$ cat src/acsr_pkg.sv
// Shared constants, types and register map of the source image bank
`default_nettype none
package acsr_pkg;
    // Bus and image widths
    localparam int unsigned DATA_W = 32;
    localparam int unsigned IMG_W = 8;
    localparam int unsigned NUM_CH = 4;
    localparam int unsigned SRC_W = 2;
    localparam int unsigned CNT_W = 32;

    // Accumulator source codes
    localparam logic [1:0] SRC_POWER = 2'h0;
    localparam logic [1:0] SRC_SHUNT = 2'h1;
    localparam logic [1:0] SRC_RAIL = 2'h2;
    localparam logic [1:0] SRC_RSVD = 2'h3;

    // Register indices; byte address is four times the index
    localparam int unsigned IDX_LSB = 2;
    localparam int unsigned IDX_W = 8;
    localparam logic [1:0] WORD_ALIGN = 2'h0;
    localparam logic [7:0] IDX_ACTIVE = 8'h4A;
    localparam logic [7:0] IDX_PREVIOUS = 8'h4B;
    localparam logic [7:0] IDX_STATUS = 8'h4C;
    localparam logic [7:0] IDX_PRODUCT = 8'hFD;
    localparam logic [7:0] IDX_VENDOR = 8'hFE;
    localparam logic [7:0] IDX_REVISION = 8'hFF;

    // Reset values and status fields
    localparam logic [7:0] IMG_RESET = 8'h00;
    localparam logic [31:0] WORD_ZERO = 32'h0000_0000;
    localparam logic [31:0] CNT_ZERO = 32'h0000_0000;
    localparam logic [31:0] CNT_ONE = 32'h0000_0001;
    localparam int unsigned STATUS_VALID_BIT = 0;
    localparam int unsigned STATUS_SETTLE_BIT = 1;
    localparam int unsigned STRB_LOW = 0;

    // Identification values; all three values are arbitrary
    localparam logic [7:0] PRODUCT_CODE_DEF = 8'hA5;
    localparam logic [7:0] VENDOR_CODE_DEF = 8'h3C;
    localparam logic [7:0] DIE_REVISION_DEF = 8'h11;

    // Result settle time after a refresh
    localparam int unsigned CLK_FREQ_KHZ = 250000;
    localparam int unsigned RESULT_SETTLE_MS = 1;
    localparam int unsigned RESULT_SETTLE_CYC =
        RESULT_SETTLE_MS * CLK_FREQ_KHZ;

    // One source-selection image; channel 1 sits in the top bits
    typedef struct packed {
        logic [1:0] ch1_accum_source_sel;
        logic [1:0] ch2_accum_source_sel;
        logic [1:0] ch3_accum_source_sel;
        logic [1:0] ch4_accum_source_sel;
    } acsr_img_t;

    // Settle tracking states
    typedef enum logic [1:0] {
        ACSR_ST_VALID = 2'b01,
        ACSR_ST_SETTLE = 2'b10
    } acsr_fsm_t;

    // Whole state of the bank
    typedef struct packed {
        acsr_img_t active;
        acsr_img_t previous;
        acsr_fsm_t fsm;
        logic [31:0] wait_cnt;
        logic [31:0] rdata;
        logic slverr;
    } acsr_state_t;
endpackage
`default_nettype wire

$ cat src/acsr_bank.sv
// APB register bank holding accumulator source images and identity codes
`timescale 1ns/10ps
`default_nettype none
module acsr_bank #(
    parameter int unsigned ADDR_W = 12,
    parameter int unsigned SETTLE_CYC = acsr_pkg::RESULT_SETTLE_CYC,
    parameter logic [7:0] PRODUCT_CODE = acsr_pkg::PRODUCT_CODE_DEF,
    parameter logic [7:0] VENDOR_CODE = acsr_pkg::VENDOR_CODE_DEF,
    parameter logic [7:0] DIE_REVISION = acsr_pkg::DIE_REVISION_DEF
) (
    input wire logic CORE_CLK,
    input wire logic RST_N,
    input wire logic PSEL,
    input wire logic PENABLE,
    input wire logic PWRITE,
    input wire logic [ADDR_W-1:0] PADDR,
    input wire logic [acsr_pkg::DATA_W-1:0] PWDATA,
    input wire logic [3:0] PSTRB,
    output logic [acsr_pkg::DATA_W-1:0] PRDATA,
    output logic PREADY,
    output logic PSLVERR,
    input wire acsr_pkg::acsr_img_t STAGED_SEL,
    input wire logic REFRESH,
    output acsr_pkg::acsr_img_t ACTIVE_SEL,
    output acsr_pkg::acsr_img_t PREV_SEL,
    output logic RESULT_VALID
);
    // Settle end count, cut to the counter width once
    localparam logic [31:0] SETTLE_LAST =
        32'(SETTLE_CYC) - acsr_pkg::CNT_ONE;

    acsr_pkg::acsr_state_t st_ff;
    acsr_pkg::acsr_state_t nxt_st;

    acsr_pkg::acsr_img_t staged_clean;
    acsr_pkg::acsr_img_t wdata_img;
    acsr_pkg::acsr_img_t wdata_clean;

    logic setup_ph;
    logic access_ph;
    logic wr_fire;
    logic wr_lane;
    logic hit_any;
    logic [31:0] rd_word;
    logic [31:0] status_word;

    // True when the byte address selects the word at the given index
    function automatic logic reg_hit(
        input logic [ADDR_W-1:0] addr,
        input logic [acsr_pkg::IDX_W-1:0] idx
    );
        logic [ADDR_W-1:0] want;
        want = '0;
        want[acsr_pkg::IDX_LSB +: acsr_pkg::IDX_W] = idx;
        reg_hit = (addr == want);
    endfunction

    // Places an 8-bit value in the low byte of a bus word
    function automatic logic [31:0] low_byte(
        input logic [7:0] val
    );
        logic [31:0] word;
        word = acsr_pkg::WORD_ZERO;
        word[acsr_pkg::IMG_W-1:0] = val;
        low_byte = word;
    endfunction

    // Reserved codes are folded before anything is stored
    acsr_img_clean #(
        .NUM_CH(acsr_pkg::NUM_CH)
    ) u_clean_staged (
        .img_in(STAGED_SEL),
        .img_out(staged_clean)
    );

    // Host write data path goes through the same fold
    assign wdata_img = PWDATA[acsr_pkg::IMG_W-1:0];
    acsr_img_clean #(
        .NUM_CH(acsr_pkg::NUM_CH)
    ) u_clean_wdata (
        .img_in(wdata_img),
        .img_out(wdata_clean)
    );

    // Bus phase decode
    assign setup_ph = PSEL & ~PENABLE;
    assign access_ph = PSEL & PENABLE;
    assign wr_lane = PSTRB[acsr_pkg::STRB_LOW];
    assign wr_fire = access_ph & PWRITE & wr_lane;

    // Known addresses of the bank
    assign hit_any = reg_hit(PADDR, acsr_pkg::IDX_ACTIVE) |
        reg_hit(PADDR, acsr_pkg::IDX_PREVIOUS) |
        reg_hit(PADDR, acsr_pkg::IDX_STATUS) |
        reg_hit(PADDR, acsr_pkg::IDX_PRODUCT) |
        reg_hit(PADDR, acsr_pkg::IDX_VENDOR) |
        reg_hit(PADDR, acsr_pkg::IDX_REVISION);

    // Status word shows whether the results of the active image are valid or still settling
    always_comb begin
        status_word = acsr_pkg::WORD_ZERO;
        status_word[acsr_pkg::STATUS_VALID_BIT] =
            (st_ff.fsm == acsr_pkg::ACSR_ST_VALID);
        status_word[acsr_pkg::STATUS_SETTLE_BIT] =
            (st_ff.fsm == acsr_pkg::ACSR_ST_SETTLE);
    end

    // Read multiplexer; unknown addresses read as zero
    always_comb begin
        rd_word = acsr_pkg::WORD_ZERO;
        if (reg_hit(PADDR, acsr_pkg::IDX_ACTIVE)) begin
            rd_word = low_byte(st_ff.active);
        end else if (reg_hit(PADDR, acsr_pkg::IDX_PREVIOUS)) begin
            rd_word = low_byte(st_ff.previous);
        end else if (reg_hit(PADDR, acsr_pkg::IDX_STATUS)) begin
            rd_word = status_word;
        end else if (reg_hit(PADDR, acsr_pkg::IDX_PRODUCT)) begin
            rd_word = low_byte(PRODUCT_CODE);
        end else if (reg_hit(PADDR, acsr_pkg::IDX_VENDOR)) begin
            rd_word = low_byte(VENDOR_CODE);
        end else if (reg_hit(PADDR, acsr_pkg::IDX_REVISION)) begin
            rd_word = low_byte(DIE_REVISION);
        end
    end

    // Next-state logic for the whole bank
    always_comb begin
        nxt_st = st_ff;

        // Read data and error are caught in the setup cycle
        if (setup_ph) begin
            nxt_st.rdata = rd_word;
            nxt_st.slverr = ~hit_any;
        end

        // Host writes; identity and status words have no storage
        if (wr_fire & hit_any) begin
            if (reg_hit(PADDR, acsr_pkg::IDX_ACTIVE)) begin
                nxt_st.active = wdata_clean;
            end
            if (reg_hit(PADDR, acsr_pkg::IDX_PREVIOUS)) begin
                nxt_st.previous = wdata_clean;
            end
            // Writes to the identity words fall through unused
        end

        // Refresh wins over a host write in the same cycle
        if (REFRESH) begin
            // Old active selection moves out first
            nxt_st.previous = st_ff.active;
            // Then the staged selection comes into force
            nxt_st.active = staged_clean;
        end

        // Settle tracking of the result set
        case (st_ff.fsm)
            acsr_pkg::ACSR_ST_VALID: begin
                if (REFRESH) begin
                    nxt_st.fsm = acsr_pkg::ACSR_ST_SETTLE;
                    nxt_st.wait_cnt = acsr_pkg::CNT_ZERO;
                end
            end
            acsr_pkg::ACSR_ST_SETTLE: begin
                if (REFRESH) begin
                    // A new refresh restarts the wait
                    nxt_st.wait_cnt = acsr_pkg::CNT_ZERO;
                end else if (st_ff.wait_cnt >= SETTLE_LAST) begin
                    nxt_st.fsm = acsr_pkg::ACSR_ST_VALID;
                    nxt_st.wait_cnt = acsr_pkg::CNT_ZERO;
                end else begin
                    nxt_st.wait_cnt = st_ff.wait_cnt + acsr_pkg::CNT_ONE;
                end
            end
            default: begin
                nxt_st.fsm = acsr_pkg::ACSR_ST_VALID;
                nxt_st.wait_cnt = acsr_pkg::CNT_ZERO;
            end
        endcase
    end

    // State register with synchronous reset to power defaults
    always_ff @(posedge CORE_CLK) begin
        if (!RST_N) begin
            st_ff.active <= acsr_pkg::IMG_RESET;
            st_ff.previous <= acsr_pkg::IMG_RESET;
            st_ff.fsm <= acsr_pkg::ACSR_ST_VALID;
            st_ff.wait_cnt <= acsr_pkg::CNT_ZERO;
            st_ff.rdata <= acsr_pkg::WORD_ZERO;
            st_ff.slverr <= 1'b0;
        end else begin
            st_ff <= nxt_st;
        end
    end

    // Zero-wait slave: the access phase always completes at once
    assign PREADY = 1'b1;
    assign PRDATA = st_ff.rdata;
    assign PSLVERR = access_ph & st_ff.slverr;

    // Selections that steer the accumulators
    assign ACTIVE_SEL = st_ff.active;
    assign PREV_SEL = st_ff.previous;
    assign RESULT_VALID = (st_ff.fsm == acsr_pkg::ACSR_ST_VALID);
endmodule
`default_nettype wire

$ cat src/acsr_img_clean.sv
// Maps reserved source codes in an image to the power selection
`timescale 1ns/10ps
`default_nettype none
module acsr_img_clean #(
    parameter int unsigned NUM_CH = acsr_pkg::NUM_CH
) (
    input wire acsr_pkg::acsr_img_t img_in,
    output acsr_pkg::acsr_img_t img_out
);
    logic [acsr_pkg::IMG_W-1:0] raw;
    logic [acsr_pkg::IMG_W-1:0] clean;

    assign raw = img_in;

    // Each two-bit field is checked on its own
    genvar ch;
    generate
        for (ch = 0; ch < NUM_CH; ch = ch + 1) begin : g_ch
            localparam int unsigned LSB = ch * acsr_pkg::SRC_W;
            // Reserved code is replaced by the power code, so it is stored and read back as zero
            assign clean[LSB +: acsr_pkg::SRC_W] =
                (raw[LSB +: acsr_pkg::SRC_W] == acsr_pkg::SRC_RSVD) ?
                acsr_pkg::SRC_POWER :
                raw[LSB +: acsr_pkg::SRC_W];
        end
    endgenerate

    assign img_out = clean;
endmodule
`default_nettype wire

$ cat config.mk
export PLATFORM = sky130hd
export DESIGN_NAME = acsr_bank
export DESIGN_NICKNAME = d
export VERILOG_FILES = /design/src/acsr_pkg.sv /design/src/acsr_bank.sv /design/src/acsr_img_clean.sv
export SDC_FILE = /design/constraint.sdc
export NUM_CORES = 1
export LEC_CHECK = 0
export ABC_AREA = 1
export BUFFER_PORTS_ARGS = -buffer_cell sky130_fd_sc_hd__buf_2
export CAP_MARGIN = 40
export CORE_MARGIN = 2
export CORE_UTILIZATION = 40
export CTS_CLUSTER_DIAMETER = 30
export DETAILED_ROUTE_END_ITERATION = 7
export HOLD_SLACK_MARGIN = 0.03
export PLACE_DENSITY = 0.63
export SYNTH_ARGS = -nofsm -noshare
export SYNTH_HDL_FRONTEND = slang
export SYNTH_HIERARCHICAL = 1
export SYNTH_SLANG_ARGS = --single-unit
$ cat constraint.sdc
create_clock -name CORE_CLK -period 2.1 [get_ports CORE_CLK]
set_input_delay 0.21 -clock CORE_CLK [delete_from_list [all_inputs] [get_ports CORE_CLK]]
set_output_delay 0.21 -clock CORE_CLK [all_outputs]
set_load 0.1 [all_outputs]
==> run summary, run 1 <==
Status: completed
Worst-Skew Late Latency: 0.33 ns
Clock sink total: 59
Reg area: 1180 µm²
Post_cts resized: 0
FFs w/ async S/R, synth: 0%
Tmin final: 1.79 ns
Max Cap Viol: 0
Final wirelength: 8030 µm
CTS Hold Bufs: 0
Multiplexer share of the synthesized area: 0%
Endpoints failing hold: 0
Compound-Gate Fraction of Synth Area: 9.90%
Multi-input logic area: 1840 µm²
Core area: 8760 µm²
Fmax: 0.558 GHz
CTS tree: done
Slew headroom: 62.9%
Sw frac: 37.2%
Final Setup Violations: 0
CTS H-tree lvls: 3
Post-Synth Simple-Gate Area: 34.8%
Setup TNS: 0 ns
Largest net degree at the start of global routing: 51
Hold Crit Class: in2reg
Crit path DAT: 2.06 ns
Number of enable flip-flop cells after synthesis: 0
PwrDens: 820 nW/µm²
Leakage: 1.80 nW
Netlist cell types: 35
P_sw: 1.23 mW
Yosys warning count: 6
Avg Cell Area, Syn: 6.62 µm²
Die W: 99.4 µm
Worst-margin pin slew: 0.557 ns
Peak supply drop: 0.292 mV
Initial antenna violation count: 0
IO Pins: 113
Post-DP HPWL: 6050 µm
Initial Utilization: 41.5%
Placed cell count: 686
Row cnt: 34
Required @ worst endpoint: 2.37 ns
Most used flip-flop cell after synthesis: dfxtp_1
Die area: 9880 µm²
Post-synthesis adder-cell area fraction: 1.38%
Synthesized cell area: 3640 µm²
IO Port Bufs: 60
Internal power: 2.07 mW
Final Max Slew Viols: 0
XOR/XNOR share of the synthesized area: 1.93%
Final period util: 85.4%
Final net count: 655
Most frequent cell after synthesis: nand2_1
Synth cell count leaders: nand2_1, nor2_1, inv_1
Via Count: 3263
Vias in the first global route: 3018
CTS clk-pin slew, worst paths: 0.07 ns
Reg power frac: 36.1%
Layout area overhead: 10.4%
DRT iter0 DRCs: 117
CP Max Fanout: 4
Layout cell share with drive strength beyond 1: 19.4%
Antenna cells: 0
Skew final: 0.0139 ns
Die height: 99.4 µm
Main combinational cell family by area after synthesis: simple AND/OR/NAND/NOR gates
Pre-antenna DRT Iters: 4
TritonCTS Buffers: 9
First-pass GRT wire length: 13600 µm
Longest Clk Path Bufs: 2
Residual DRC: 0
Seq/Total Area, Yosys: 32.5%
Cells after Synth: 550
Critical Path Source Type: flop
RSZ-0062 raised after global routing: false
Crit path kind: reg2reg
Biggest area consumer among synthesized cells: dfxtp_1
Grt ovf: 0
Share of the synthesized area in the top cell type: 32.5%
Via/cell ratio: 4.65
GRT Total Usage: 17.0%
FF+latch count, synth: 59
Layout Cells excl Fill: 702
Setup bufs post-CTS: 0
RePlAce Congestion: 0.891
Drt wl/cell: 11.4 µm
Main area contributors after synthesis: dfxtp_1, nand2_1, buf_4
Clock group share of total power: 35.8%
Root buf cell: clkbuf_8
Combinational power share: 28.1%
Post-route antenna net violation count: 0
CP endpoint kind: flop
Fill count: 934
-- flip-flops by register name, summed over array words and instances, names as in the netlist --
register / cells
st_ff: 35
ACTIVE_SEL: 8
PRDATA: 8
PREV_SEL: 8
-- power groups by stage --
stage	clock, mW	sequential, mW	combinational, mW
final	1.18	1.19	0.925
after CTS	1.22	1.19	0.931
after detailed placement	0	1.21	0.929
after floorplan	0	1.21	0.812
after global routing	1.27	1.19	0.995
after global placement	0	1.21	0.919
-- final timing paths --
path | cells past startpoint | from | endpoint | slack, ns
setup / recovery | 9 | st_ff[34] | st_ff[45] | 0.31
hold / removal | 4 | PADDR[1] | PRDATA[4] | 0.20
setup reg to reg | 9 | st_ff[34] | st_ff[45] | 0.31
hold reg to reg | 2 | st_ff[62] | st_ff[62] | 0.44
-- area by class of cell --
class | instances | share of cell area (%)
clock buffers | 12 | 3.86
clock inverters | 4 | 1.81
inverters | 72 | 6.73
multi-input cells | 379 | 45.9
flip-flops and latches | 59 | 29.4
well taps | 108 | 3.36
repair buffers | 68 | 8.97
-- metal layers --
| metal | part of all wire (%) | GRT usage (%) |
|---|---|---|
| met1 | 47 | 21.4 |
| met2 | 49 | 28.6 |
| met3 | 3.9 | 4.29 |
| met4 | 0.73 | 5.16 |
| met5 | 0 | 0 |
-- per-stage QoR --
stage	util [%]	instance area (µm²)	power (mW)	setup slack, ns	hold WS (ns)
floorplan	-	3730	2.02	0.230	0.384
global placement	43.2	3790	2.13	0.316	0.427
detailed placement	43.2	3790	2.14	0.204	0.436
CTS	45.8	4020	3.34	0.206	0.169
global route	45.8	4020	3.46	0.0264	0.217
finish	45.8	4020	3.29	0.307	0.195
-- critical path, cell delays in order, from the launching register on --
cell,delay [ns]
dfxtp_1,0.38
ha_1,0.21
nand3_1,0.11
nor2_1,0.25
nand2_1,0.15
nor2_1,0.16
nand3_1,0.09
a21boi_0,0.17
nand3_1,0.10
a21oi_1,0.12
-- logic make-up (layout without fill, tap and decap cells) --
kind of cell / Yosys count / in the layout
xor+xnor: 8 / 8
other cells: 2 / 25
simple gates: 280 / 280
fa+ha+maj: 4 / 4
flops: 59 / 59
compound gates: 62 / 62
buf+inv: 135 / 156
-- cells in the final DEF (no fill, tap or decap), types with 2 or more instances in the layout --
master and n:
nor2_1 75, nand3_4 2, nand2_2 6, nor3_1 21, xor2_1 8, a21oi_2 5, nor3_2 2, inv_2 3
ha_1 3, o21a_1 4, conb_1 25, buf_4 8, nand3_1 31, a31oi_1 2, nor4_1 2, nor2_2 4
o211ai_1 2, nand2_4 3, nand3_2 3, a21oi_1 30, inv_1 68, clkbuf_8 11, a21boi_0 3, buf_2 60
nand2_1 118, dfxtp_1 59, bufinv_16 2, nand4_1 10, o21ai_0 14
(Power assumes the default switching activity.)
==> inputs of run 2 (changes only) <==
--- a/config.mk
+++ b/config.mk
@@ -14,4 +14,5 @@
 export DETAILED_ROUTE_END_ITERATION = 7
+export GPL_TIMING_DRIVEN = 0
 export HOLD_SLACK_MARGIN = 0.03
-export PLACE_DENSITY = 0.63
+export PLACE_DENSITY = 0.65
 export SYNTH_ARGS = -nofsm -noshare
==> constraint.sdc (replaced) <==
create_clock -name CORE_CLK -period 1.59 [get_ports CORE_CLK]
set_input_delay 0.318 -clock CORE_CLK [delete_from_list [all_inputs] [get_ports CORE_CLK]]
set_output_delay 0.318 -clock CORE_CLK [all_outputs]
set_load 0.1 [all_outputs]
==> run summary, run 2 (synthesized netlist as in run 1, its figures left out) <==
Crit. Startpoint: st_ff[35]
Residual DRC: 0 (unchanged)
IO Port Bufs: 58 (-3.3%)
Max Cap Viol: 0 (unchanged)
R2r setup slk: -0.05 ns (-0.36 ns)
Endpoints failing hold: 0 (unchanged)
Longest Clk Path Bufs: 2 (unchanged)
Final wirelength: 9300 µm (+16%)
Via/cell ratio: 4.71 (+1.3%)
P_sw: 1.82 mW (+49%)
Worst-Skew Late Latency: 0.35 ns (+0.02 ns)
TritonCTS Buffers: 9 (unchanged)
CP endpoint kind: flop
Critical Path Source Type: flop
Initial Utilization: 41.5% (unchanged)
Post-DP HPWL: 6610 µm (+9.3%)
Largest net degree at the start of global routing: 11 (-78%)
CTS clk-pin slew, worst paths: 0.06 ns (about the same)
CP Cell Sequence: nand2_1 > nor3_4 > buf_4 > nand2_1 > o31ai_2 > nor2_4 > nand2_1 > a21oi_2
CTS H-tree lvls: 3 (unchanged)
Final setup margin: -0.0506 ns (-0.358 ns)
Reg-to-reg startpoint: st_ff[35]
Antenna cells: 0 (unchanged)
Drt wl/cell: 12.1 µm (+5.9%)
Slew headroom: 54.3% (-8.6 points)
Post-route antenna net violation count: 0 (unchanged)
Failing checks: setup timing
Clock group share of total power: 30.3% (-5.5 points)
Crit path DAT: 1.84 ns (-0.22 ns)
Via Count: 3613 (+11%)
Peak supply drop: 0.508 mV (+74%)
CTS tree: done
Crit path kind: reg2reg
CP max stage delay: 0.38 ns (about the same)
Final period util: 103% (+18 points)
FF-to-FF path depth: 8 (-1)
Grt ovf: 0 (unchanged)
Core area: 8760 µm² (unchanged)
Most flops, register: st_ff
Crit path top cell by count: nand2_1
Required @ worst endpoint: 1.79 ns (-0.58 ns)
Critical path capture point: st_ff[40]
Commonest non-fill, non-tap cell in the layout: nand2_1
Internal power: 2.89 mW (+40%)
DRT iter0 DRCs: 131 (+12%)
RSZ-0062 raised after global routing: true
Final Setup Violations: 9 (+9)
Root buf cell: clkbuf_8
Vias in the first global route: 3450 (+14%)
Die height: 99.4 µm (unchanged)
Row cnt: 34 (unchanged)
Layout Cells excl Fill: 767 (+9.3%)
Skew final: 0.00984 ns (-0.00403 ns)
Commonest cells after routing, fill and taps aside: nand2_1, buf_4, nor2_1
Final Power: 4.72 mW (+43%)
Final net count: 722 (+10%)
PwrDens: 989 nW/µm² (+21%)
Critical-path top delay cell: dfxtp_4
Final Max Slew Viols: 0 (unchanged)
CP Max Fanout: 5 (+1)
Post-Layout Inst Area: 4770 µm² (+19%)
Hold Crit Class: in2reg
Initial antenna violation count: 0 (unchanged)
Layout area overhead: 31.1%
Fmax: 0.610 GHz (+9.3%)
DP Area: 4170 µm² (+10%)
Pre-antenna DRT Iters: 4 (unchanged)
Sw frac: 38.7% (+1.4 points)
IO Pins: 113 (unchanged)
Final design utilization: 54.4% (+8.6 points)
First-pass GRT wire length: 15300 µm (+12%)
Placed cell count: 739 (+7.7%)
Layout cell share with drive strength beyond 1: 32.0% (+13 points)
RePlAce Congestion: 0.842 (-5.4%)
Die area: 9880 µm² (unchanged)
Tmin final: 1.64 ns (-0.152 ns)
Status: complete, but fails checks
Worst-margin pin slew: 0.685 ns (+0.129 ns)
Clock sink total: 59 (unchanged)
Leakage: 2.18 nW (+21%)
CTS Hold Bufs: 0 (unchanged)
GRT Total Usage: 19.1% (+2.2 points)
R2R Path End: st_ff[40]
Reg power frac: 33.6% (-2.5 points)
Max reg flops: 35 (unchanged)
Combinational power share: 36.1% (+8.0 points)
Die W: 99.4 µm (unchanged)
WHS: 0.303 ns (+0.108 ns)
-- run 2: power groups by stage --
stage               logic [mW]  registers, mW  clock network (mW)
global placement          1.32           1.61                   0
finish                    1.70           1.59                1.43
global route              1.80           1.59                1.52
floorplan                 1.14           1.60                   0
CTS                       1.62           1.58                1.46
detailed placement        1.35           1.61                   0
-- run 2: routing by layer --
layer	part of all wire [%]	up-vias	global-route usage [%]
li1	-	1873	-
met1	42	1597	22.4
met2	50	121	33.2
met3	6.7	22	4.92
met4	1.5	0	8.11
met5	0	-	0
-- run 2: layout make-up --
class                   count  area (µm²)
repair buffers             71         435
clock buffers              12         165
plain buffers              63         439
multi-input cells         380        2080
clock inverters             2        35.0
well taps                 108         135
fillers                   838        3990
flip-flops and latches     59        1200
inverters                  72         284
-- run 2: worst min path at each step --
stage                         start         to  slack [ns]  depth (start not counted)
after floorplan           st_ff[53]  st_ff[53]        0.42                          2
after global placement    st_ff[58]  st_ff[58]        0.43                          2
after detailed placement  st_ff[53]  st_ff[53]        0.43                          2
after CTS                  PADDR[1]  PRDATA[4]        0.28                          4
after global routing       PADDR[1]  PRDATA[4]        0.32                          4
final                      PADDR[1]  PRDATA[4]        0.30                          4
-- run 2: repair_timing --
item | CTS | global route
buffers inserted | 9 | 4
resized for setup | 51 | 37
cloned | 1 | 0
endpoints found under the setup margin | 40 | 38
pin swaps | 11 | 17
-- run 2: through the flow --
stage	TNS, ns	worst slack [ns]
floorplan	-0.478	-0.0478
detailed placement	-9.23	-0.311
finish	-0.200	-0.0506
global route	-1.93	-0.167
global placement	-7.38	-0.273
CTS	-0.419	-0.0457
-- run 2: critical path: cells and delay by family (launching register included) --
family / cells / cell delay [ns]
AO/OA/AOI/OAI: 2 / 0.33
buffers and inverters: 1 / 0.15
flip-flops: 1 / 0.38
AND/OR/NAND/NOR: 5 / 0.64
